`config.mk`:
```
export PLATFORM = sky130hd
export DESIGN_NAME = sps_port
export DESIGN_NICKNAME = d
export VERILOG_FILES = /design/src/rtl/sps_pkg.sv /design/src/rtl/sps_port.sv
export VERILOG_INCLUDE_DIRS = /design/src /design/src/rtl
export SDC_FILE = /design/constraint.sdc
export NUM_CORES = 1
export LEC_CHECK = 0
export BUFFER_PORTS_ARGS = -buffer_cell sky130_fd_sc_hd__buf_2
export CAP_MARGIN = 20
export CORE_MARGIN = 4
export CORE_UTILIZATION = 50
export CTS_CLUSTER_DIAMETER = 50
export DETAILED_ROUTE_END_ITERATION = 16
export GPL_ROUTABILITY_DRIVEN = 0
export GPL_TIMING_DRIVEN = 0
export PLACE_DENSITY = 0.71
export SYNTH_ARGS = -nofsm -noshare
export SYNTH_HDL_FRONTEND = slang
export SYNTH_SLANG_ARGS = --single-unit
export TNS_END_PERCENT = 10
```
`constraint.sdc`:
```
create_clock -name clk -period 4.1 [get_ports clk]
set_input_delay 0.205 -clock clk [delete_from_list [all_inputs] [get_ports clk]]
set_output_delay 0.205 -clock clk [all_outputs]
set_load 0.02 [all_outputs]
```
`src/rtl/sps_params.svh`:
```
// Mode codes, divider reloads and reset values for the serial port
`ifndef SPS_PARAMS_SVH
`define SPS_PARAMS_SVH
// Port mode field codes
`define SPS_MODE_MST_DIV4 4'h0
`define SPS_MODE_MST_DIV16 4'h1
`define SPS_MODE_MST_DIV64 4'h2
`define SPS_MODE_MST_TMR2 4'h3
`define SPS_MODE_SLV_SEL 4'h4
`define SPS_MODE_SLV_NOSEL 4'h5
`define SPS_MODE_I2C_SLV 4'h6
`define SPS_MODE_I2C_FW 4'hb
// Oscillator divide ratios of the master bit rate
`define SPS_RATIO_DIV4 4
`define SPS_RATIO_DIV16 16
`define SPS_RATIO_DIV64 64
// Half-period reload counts, ratio/2 cycles minus one
`define SPS_RELOAD_DIV4 6'((`SPS_RATIO_DIV4 / 2) - 1)
`define SPS_RELOAD_DIV16 6'((`SPS_RATIO_DIV16 / 2) - 1)
`define SPS_RELOAD_DIV64 6'((`SPS_RATIO_DIV64 / 2) - 1)
// Last half period and last bit of a byte; I2C acknowledge and end bit counts
`define SPS_LAST_HALF 4'hf
`define SPS_LAST_BIT 3'h7
`define SPS_I2C_ACK_BIT 4'h8
`define SPS_I2C_END_BIT 4'h9
// Reset values
`define SPS_BUF_RST 8'h00
`endif

```
`src/rtl/sps_pkg.sv`:
```
// Types shared by the serial port design
`default_nettype none
package sps_pkg;
  // Master shifter states
  typedef enum logic {SPS_IDLE, SPS_SHIFT} sps_mst_t;

  // Software control bits
  typedef struct packed {
    logic enable;
    logic [3:0] mode;
    logic cpol;
    logic cke;
    logic sample_phase_bit;
  } sps_cfg_t;

  // Pin direction bits, one means input
  typedef struct packed {
    logic sdo_in;
    logic scl_in;
    logic sda_in;
  } sps_dir_t;

  // Raw pin levels: clock pin, data-in pin, select pin
  typedef struct packed {
    logic sck;
    logic serial_data_in_pin;
    logic ss_b;
  } sps_pin_in_t;

  // Pin drive values and enables
  typedef struct packed {
    logic sck_out;
    logic sck_oe;
    logic sdo_out;
    logic sdo_oe;
    logic sda_out;
    logic sda_oe;
  } sps_pin_out_t;

  // Complete module state
  typedef struct packed {
    sps_pin_in_t s1;
    sps_pin_in_t s2;
    sps_pin_in_t s3;
    sps_pin_in_t filt;
    sps_pin_in_t filt_d;
    sps_mst_t mst;
    logic [5:0] div;
    logic [3:0] half;
    logic rx_bit;
    logic sck;
    logic [2:0] bit_cnt;
    logic [7:0] shreg;
    logic [7:0] buffer;
    logic full;
    logic irq;
    logic wake;
    logic start_det;
    logic stop_det;
    logic [3:0] i_cnt;
    logic i_addr;
    logic i_match;
    logic ack;
    logic hold;
    logic fw_own;
    logic arb;
  } sps_state_t;
endpackage
`default_nettype wire

```
`src/rtl/sps_port.sv`:
```
// Synchronous serial port: SPI master/slave and firmware-assisted I2C
//
// Summary of operation
// - Master transfer starts at once when software writes the transfer buffer.
// - With data output pin an input, master keeps receiving bytes normally.
// - Bytes go most significant bit first.
// - Master clock rate is clock/4, /16, /64 or timer-2 ticks halved.
// - Serial clock idles at the clock polarity bit level.
// - Edge select set puts valid output data before the first clock edge.
// - Sample phase bit picks middle or end of bit for master sampling.
// - Slave shifts on external clock, flags interrupt after last bit latched.
// - Slave keeps working asleep; a received byte raises wake.
// - Select-enabled slave works and drives data out only while select low.
// - Select high floats data output at once, even mid-byte.
// - Select high or port disable resets the port, bit counter to zero.
// - Start and stop flags clear on reset or disable, follow bus events.
// - I2C pins drive only low; direction bits choose release or low.
// - Interrupt flag sets on start and stop in firmware I2C mode, and on each SPI byte or matched I2C slave byte.
// - Firmware master works with slave idle or alongside slave logic.
// - Interrupt enabled during a busy bus fires on the stop.
// - High driven but low sampled on data loses arbitration, lines released except a clock hold.
// - After arbitration loss slave keeps receiving and acknowledges its address.
// - Clock-hold low pulls clock low only once already low; held until set.
`timescale 1ns/10ps
`default_nettype none
`include "sps_params.svh"

module sps_port (
  input wire logic clk,
  input wire logic rst_b,
  input wire sps_pkg::sps_cfg_t cfg,
  input wire logic buf_wr,
  input wire logic [7:0] buf_wdata,
  input wire logic buf_rd,
  input wire logic irq_clear,
  input wire logic timer2_tick,
  input wire logic [6:0] own_address,
  input wire sps_pkg::sps_dir_t dir,
  input wire sps_pkg::sps_pin_in_t pin_in,
  output logic [7:0] transfer_buffer,
  output logic buffer_full,
  output logic serial_port_irq_flag,
  output logic wake_pulse,
  output logic start_detected,
  output logic stop_detected,
  output logic arb_lost,
  output logic busy,
  output var sps_pkg::sps_pin_out_t pin_out
);

  sps_pkg::sps_state_t st;
  sps_pkg::sps_state_t next_st;

  logic master_mode;
  logic slave_mode;
  logic i2c_mode;
  logic slave_sel;
  logic port_reset;
  logic tick;
  logic [5:0] reload;
  logic sck_rise;
  logic sck_fall;
  logic lead;
  logic trail;
  logic samp_edge;
  logic chg_edge;
  logic start_ev;
  logic stop_ev;

  // Mode decode
  assign master_mode = cfg.enable && (cfg.mode == `SPS_MODE_MST_DIV4 ||
                       cfg.mode == `SPS_MODE_MST_DIV16 ||
                       cfg.mode == `SPS_MODE_MST_DIV64 ||
                       cfg.mode == `SPS_MODE_MST_TMR2);
  assign slave_mode = cfg.enable && (cfg.mode == `SPS_MODE_SLV_SEL ||
                      cfg.mode == `SPS_MODE_SLV_NOSEL);
  assign i2c_mode = cfg.enable && (cfg.mode == `SPS_MODE_I2C_SLV ||
                    cfg.mode == `SPS_MODE_I2C_FW);

  assign slave_sel = slave_mode &&
                     (cfg.mode != `SPS_MODE_SLV_SEL || !st.filt.ss_b);
  assign port_reset = !cfg.enable ||
                      (cfg.mode == `SPS_MODE_SLV_SEL && st.filt.ss_b);

  always_comb
  begin
    case (cfg.mode)
      `SPS_MODE_MST_DIV16: reload = `SPS_RELOAD_DIV16;
      `SPS_MODE_MST_DIV64: reload = `SPS_RELOAD_DIV64;
      default: reload = `SPS_RELOAD_DIV4;
    endcase
  end

  // One tick per half period of the serial clock
  assign tick = (cfg.mode == `SPS_MODE_MST_TMR2) ? timer2_tick : (st.div == 6'h00);

  // Edges of the filtered clock pin; filtering costs four cycles of latency
  assign sck_rise = st.filt.sck && !st.filt_d.sck;
  assign sck_fall = !st.filt.sck && st.filt_d.sck;
  assign lead = cfg.cpol ? sck_fall : sck_rise;
  assign trail = cfg.cpol ? sck_rise : sck_fall;
  assign samp_edge = cfg.cke ? lead : trail;
  assign chg_edge = cfg.cke ? trail : lead;

  // Start and stop seen on the bus, data moving while clock high
  assign start_ev = st.filt.sck && st.filt_d.sck && st.filt_d.serial_data_in_pin && !st.filt.serial_data_in_pin;
  assign stop_ev = st.filt.sck && st.filt_d.sck && !st.filt_d.serial_data_in_pin && st.filt.serial_data_in_pin;

  // Next-state logic
  always_comb
  begin
    next_st = st;
    next_st.wake = 1'b0;

    // Pin synchronisers; a change counts once stages two and three agree
    next_st.s1 = pin_in;
    next_st.s2 = st.s1;
    next_st.s3 = st.s2;
    next_st.filt_d = st.filt;
    if (st.s2.sck == st.s3.sck)
      next_st.filt.sck = st.s3.sck;
    if (st.s2.serial_data_in_pin == st.s3.serial_data_in_pin)
      next_st.filt.serial_data_in_pin = st.s3.serial_data_in_pin;
    if (st.s2.ss_b == st.s3.ss_b)
      next_st.filt.ss_b = st.s3.ss_b;

    // Software clears; later events override so a set wins
    next_st.irq = st.irq && !irq_clear;
    next_st.full = st.full && !buf_rd;

    // SPI master
    case (st.mst)
      sps_pkg::SPS_IDLE:
      begin
        next_st.half = 4'h0;
        if (master_mode && buf_wr)
        begin
          next_st.mst = sps_pkg::SPS_SHIFT;
          next_st.shreg = buf_wdata;
          next_st.div = reload;
        end
      end
      sps_pkg::SPS_SHIFT:
      begin
        if (!master_mode)
          next_st.mst = sps_pkg::SPS_IDLE;
        else if (tick)
        begin
          next_st.div = reload;
          next_st.half = st.half + 4'h1;
          if (!st.half[0])
            next_st.rx_bit = st.filt.serial_data_in_pin;
          else
          begin
            next_st.shreg = {st.shreg[6:0], cfg.sample_phase_bit ? st.filt.serial_data_in_pin : st.rx_bit};
          end
          if (st.half == `SPS_LAST_HALF)
          begin
            next_st.mst = sps_pkg::SPS_IDLE;
            next_st.buffer = {st.shreg[6:0], cfg.sample_phase_bit ? st.filt.serial_data_in_pin : st.rx_bit};
            next_st.full = 1'b1;
            next_st.irq = 1'b1;
          end
        end
        else
          next_st.div = st.div - 6'h01;
      end
      default: next_st.mst = sps_pkg::SPS_IDLE;
    endcase

    // Clock idle level; active level in odd or even halves
    if (next_st.mst == sps_pkg::SPS_SHIFT)
      next_st.sck = cfg.cpol ^ (cfg.cke ? next_st.half[0] : !next_st.half[0]);
    else
      next_st.sck = cfg.cpol;

    // SPI slave
    if (slave_mode)
    begin
      if (buf_wr && st.bit_cnt == 3'h0)
        next_st.shreg = buf_wdata;
      if (slave_sel && samp_edge)
      begin
        next_st.rx_bit = st.filt.serial_data_in_pin;
        next_st.bit_cnt = st.bit_cnt + 3'h1;
        if (st.bit_cnt == `SPS_LAST_BIT)
        begin
          next_st.shreg = {st.shreg[6:0], st.filt.serial_data_in_pin};
          next_st.buffer = {st.shreg[6:0], st.filt.serial_data_in_pin};
          next_st.full = 1'b1;
          next_st.irq = 1'b1;
          next_st.wake = 1'b1;
        end
      end
      else if (slave_sel && chg_edge && st.bit_cnt != 3'h0)
        next_st.shreg = {st.shreg[6:0], st.rx_bit};
    end

    if (port_reset)
      next_st.bit_cnt = 3'h0;

    // I2C bus monitor and slave receiver
    if (i2c_mode)
    begin
      if (start_ev)
      begin
        next_st.start_det = 1'b1;
        next_st.stop_det = 1'b0;
        next_st.i_cnt = 4'h0;
        next_st.i_addr = 1'b1;
        next_st.i_match = 1'b0;
        next_st.ack = 1'b0;
        if (cfg.mode == `SPS_MODE_I2C_FW)
          next_st.irq = 1'b1;
      end
      else if (stop_ev)
      begin
        next_st.start_det = 1'b0;
        next_st.stop_det = 1'b1;
        next_st.i_cnt = 4'h0;
        next_st.i_match = 1'b0;
        next_st.ack = 1'b0;
        next_st.fw_own = 1'b0;
        next_st.arb = 1'b0;
        if (cfg.mode == `SPS_MODE_I2C_FW)
          next_st.irq = 1'b1;
      end
      else if (sck_rise && st.i_cnt < `SPS_I2C_ACK_BIT)
      begin
        next_st.shreg = {st.shreg[6:0], st.filt.serial_data_in_pin};
        next_st.i_cnt = st.i_cnt + 4'h1;
        if (st.i_cnt == 4'h7 && cfg.mode == `SPS_MODE_I2C_SLV)
        begin
          if (st.i_addr)
            next_st.i_match = (st.shreg[6:0] == own_address);
          if (!st.i_addr && st.i_match)
            next_st.buffer = {st.shreg[6:0], st.filt.serial_data_in_pin};
          if ((st.i_addr && st.shreg[6:0] == own_address) || (!st.i_addr && st.i_match))
          begin
            next_st.full = 1'b1;
            next_st.irq = 1'b1;
          end
        end
      end
      else if (sck_rise && st.i_cnt == `SPS_I2C_ACK_BIT)
        next_st.i_cnt = `SPS_I2C_END_BIT;
      else if (sck_fall && st.i_cnt == `SPS_I2C_ACK_BIT)
      begin
        next_st.ack = st.i_match;
      end
      else if (sck_fall && st.i_cnt == `SPS_I2C_END_BIT)
      begin
        next_st.ack = 1'b0;
        next_st.i_cnt = 4'h0;
        next_st.i_addr = 1'b0;
      end

      // Firmware counts as bus master once it pulls either line
      if (!st.arb && (!dir.sda_in || !dir.scl_in))
        next_st.fw_own = 1'b1;
      // Released data seen low at clock rise
      if (st.fw_own && sck_rise && dir.sda_in && !st.filt.serial_data_in_pin && !st.ack)
      begin
        next_st.arb = 1'b1;
        next_st.fw_own = 1'b0;
      end

      // Hold engages only after clock already low
      next_st.hold = !cfg.cpol && (st.hold || !st.filt.sck);
    end
    else
    begin
      next_st.i_cnt = 4'h0;
      next_st.ack = 1'b0;
      next_st.hold = 1'b0;
      next_st.fw_own = 1'b0;
      next_st.arb = 1'b0;
    end

    if (!cfg.enable)
    begin
      next_st.start_det = 1'b0;
      next_st.stop_det = 1'b0;
    end
  end

  // State register
  always_ff @(posedge clk or negedge rst_b)
  begin
    if (!rst_b)
      st <= '0;
    else
      st <= next_st;
  end

  // Status outputs straight from state
  assign transfer_buffer = st.buffer;
  assign buffer_full = st.full;
  assign serial_port_irq_flag = st.irq;
  assign wake_pulse = st.wake;
  assign start_detected = st.start_det;
  assign stop_detected = st.stop_det;
  assign arb_lost = st.arb;
  assign busy = (st.mst == sps_pkg::SPS_SHIFT);

  // Pin drive; I2C lines only ever pull low, pull-ups are external
  always_comb
  begin
    pin_out.sck_out = i2c_mode ? 1'b0 : st.sck;
    // Clock pin always driven in master modes; in I2C driven low via direction or clock hold
    pin_out.sck_oe = master_mode ||
                     (i2c_mode && ((!dir.scl_in && !st.arb) || st.hold));
    pin_out.sdo_out = st.shreg[7];
    pin_out.sdo_oe = !dir.sdo_in && (master_mode || slave_sel);
    pin_out.sda_out = 1'b0;
    pin_out.sda_oe = i2c_mode && ((!dir.sda_in && !st.arb) || st.ack);
  end

endmodule

`default_nettype wire

```
==> flow_summary_export.csv <==
group,metric,value,unit
clock_tree,postCtsSetupBuffers,0,
drt,drcViolationCount,0,
worst_setup_path,worst_ep_required_time,4.35,ns
pwr,power.leakage,2.14,nW
drt,wl_per_cell,16.6,µm
synth,synth_area_per_cell,9.11,µm²
timing,report.final.slew_viol_count,0,
worst_setup_path,cp_slowest_cell,"a211oi_4",
global_route,antenna_found_initial,0,
clock_tree,ctsHtreeMaxLevel,3,
clock_tree,clk_pin_slew,0.08,ns
drt,vias,3646,
synth,ys_ff_latch,61,
floorplan,die_h,97.8,µm
timing,final.period_utilization,0.587,
min_path,hold_class,"primary input to flip-flop",
worst_setup_path,startpoint_type,"flip-flop",
drt,dr_wl_met3,617,µm
final_layout,utilization,0.602,
worst_setup_path,slowest_delay,0.47,ns
placement,port_buffers,53,
worst_setup_path,r2r_slack,1.69,ns
worst_setup_path,timing_worst_setup_path_type,"flip-flop to flip-flop",
clock_tree,cts_buffers,9,
pwr,finalPower,1.57,mW
clock_tree,clk_path_buf_depth,2,
worst_setup_path,end_kind,"flip-flop",
synth,syn_nets,487,
placement,place_hpwl,7520,µm
clock_tree,ctsResizeCount,0,
global_route,grt_pass1_wl,16900,µm
clock_tree,worstSkewPairLatency,0.35,ns
drt,routed.top_layer,"met4",
outcome,outcome,"complete, no violations",
timing,clock_skew,0.0157,ns
synth,yosysUniqueCellTypes,77,
clock_tree,cts_sinks,61,
placement,post-place-ws,1.74,ns
final_layout,n_antenna_cell,0,
drt,dr.pass1.iters,5,
clock_tree,cts_tree,"built",
run,maxCapViolCount,0,
final_layout,fillers,689,
floorplan,core,7770,µm²
placement,postPlaceCellArea,4450,µm²
timing,setup_tns,0,ns
synth,synth_cells,443,
timing,period_minus_slack,2.41,ns
worst_setup_path,crit_fanout,10,
timing,slew_headroom,0.503,
drt,ant_nets,0,
timing,final_hold_viol_count,0,
drt,wl_met1,4430,µm
final_layout,layout.cells.non_filler,618,
floorplan,initial_core_util,0.519,
synth,async_reset_ff_frac,1.00,
timing,worst_slack,1.69,ns
worst_setup_path,cp.arrival,2.65,ns
global_route,grt_max_degree,41,
floorplan,dieArea,9570,µm²
pwr,p_per_area,335,nW/µm²
final_layout,syn_to_final_growth,15.9,%
drt,routed-wl-met2,4980,µm
floorplan,rows,32,
pwr,vdd_drop_max,0.172,mV
drt,drt-initial-drc-count,327,
synth,synthFlopType,"dfrtp_1",
placement,dp_cells,599,
global_route,grt_pass1_vias,3505,
synth,ys.warnings.count,0,
floorplan,die_width,97.8,µm
final_layout,multiInputGateArea,2270,µm²
global_route,gr-total-overflow,0,
clock_tree,root_buffer,"clkbuf_8",
worst_setup_path,path_cells,"inv_1, ha_1, nor3b_2, nand3_2, a211oi_4, buf_2, o21ai_0, o2bb2ai_1, a21oi_1",
final_layout,finalNetCount,556,
global_route,track_usage,0.215,
floorplan,io_pins,56,
timing,rsz0062_at_grt,"false",
timing,hold_ws,0.0502,ns
synth,syn_area,4040,µm²
synth,synth_edf_count,0,
drt,wl,10200,µm
synth,yosysSeqAreaShare,0.378,
drt,viasPerCell,5.90,
timing,setup_viol,0,
final_layout,fin_area,4680,µm²
final_layout,drive_gt1_frac,0.242,
timing,clock.fmax,0.416,GHz
timing,worstMarginPinSlew,0.738,ns
final_layout,seqCellArea,1530,µm²
## power breakdown
part / internal [mW] / total, mW / switching [mW]
Sequential: 0.652 / 0.720 / 0.0677
Clock: 0.293 / 0.541 / 0.247
Combinational: 0.132 / 0.306 / 0.174
## layout by cell type (no fill, tap or decap), types with 3 or more instances in the layout
| cell | instances |
|---|---|
| and3_1 | 4 |
| mux2_4 | 8 |
| mux2_2 | 7 |
| o21a_1 | 6 |
| a21oi_1 | 43 |
| nand3b_1 | 3 |
| and2_1 | 4 |
| buf_4 | 11 |
| a211oi_1 | 3 |
| buf_2 | 60 |
| nand3_1 | 21 |
| xor2_1 | 9 |
| nand2b_1 | 6 |
| maj3_1 | 3 |
| a31oi_1 | 8 |
| o31a_1 | 3 |
| clkbuf_8 | 10 |
| clkbuf_1 | 8 |
| nand2_1 | 29 |
| o22ai_1 | 6 |
| mux2i_1 | 5 |
| xnor2_1 | 5 |
| nor2_1 | 51 |
| nand4bb_1 | 4 |
| ha_1 | 9 |
| nor3_1 | 5 |
| nor2b_1 | 7 |
| nand4_1 | 4 |
| dlygate4sd3_1 | 4 |
| dfrtp_1 | 61 |
| nand4b_1 | 4 |
| inv_1 | 20 |
| o21ai_0 | 23 |
## critical path: cells and delay by family (launching register included)
family / cells / cell delay [ns]
DFF: 1 / 0.40
and+or+nand+nor: 2 / 0.42
buffers and inverters: 2 / 0.40
AOI/OAI and AO/OA: 4 / 0.96
adders and majority gates: 1 / 0.13
## state kept, by name, indices dropped and copies added, names as in the netlist
signal and flops:
st 36, buffer_full 1, start_detected 1, busy 1, stop_detected 1, wake_pulse 1
transfer_buffer 8, arb_lost 1, next_st 9, pin_out 1, serial_port_irq_flag 1
## area by class of cell
| type | instances | area share |
|---|---|---|
| buffer | 27 | 0.0340 |
| clock buffer | 11 | 0.0302 |
| clock inverter | 4 | 0.0104 |
| inverter | 20 | 0.0160 |
| multi-input combinational | 335 | 0.486 |
| sequential | 61 | 0.326 |
| tap | 102 | 0.0273 |
| timing repair buffer | 58 | 0.0695 |
## Yosys cell counts, drive strengths merged (4+ instances only)
library cell,number,area [µm²]
a21oi,44,231
nand2b,8,65.1
o21ai,23,115
nor3,8,61.3
a211oi,5,55.1
a31oi,8,50.1
nand2,31,126
nand4,4,25.0
nor2b,7,43.8
nand4bb,4,45.0
o22ai,6,37.5
inv,20,75.1
and3,4,25.0
nand3,23,133
nor2,52,211
mux2,15,199
mux2i,5,50.1
xor2,9,78.8
o21a,6,45.0
dfrtp,61,1530
and2,5,33.8
nand4b,4,35.0
ha,9,113
xnor2,5,43.8
clkbuf,7,26.3
buf,20,133
## worst paths after layout
kind / from / endpoint / cells after the start
min reg2reg: next_st[57] / next_st[54] / 0
min in group asynchronous: rst_b / st[3] / 2
max reg2reg: st[40] / st[28] / 9
min: cfg[2] / st[2] / 2
max in group asynchronous: rst_b / st[39] / 3
max: st[40] / st[28] / 9
## routing by layer
metal  GRT usage  up-vias
met2       0.350      136
met3      0.0557       26
li1            -     1728
met1       0.276     1756
met5           0        -
met4      0.0820        0
## cells by family (layout without fill, tap and decap cells)
family          after synthesis  count (layout)  synth area share
flops                        61              61             0.378
mux                          20              20            0.0617
compound gates              119             119             0.194
other cells                   1               1          0.000929
xor+xnor                     14              14            0.0304
buf+inv                      47             120            0.0580
simple gates                169             169             0.241
fa+ha+maj                    12              12            0.0353
## timing repair
action / CTS / global route
hold buffers: 4 / 0
setup endpoints to repair: 0 / 0
hold endpoints to repair: 24 / 0
Power figures use the tool's default switching activity.
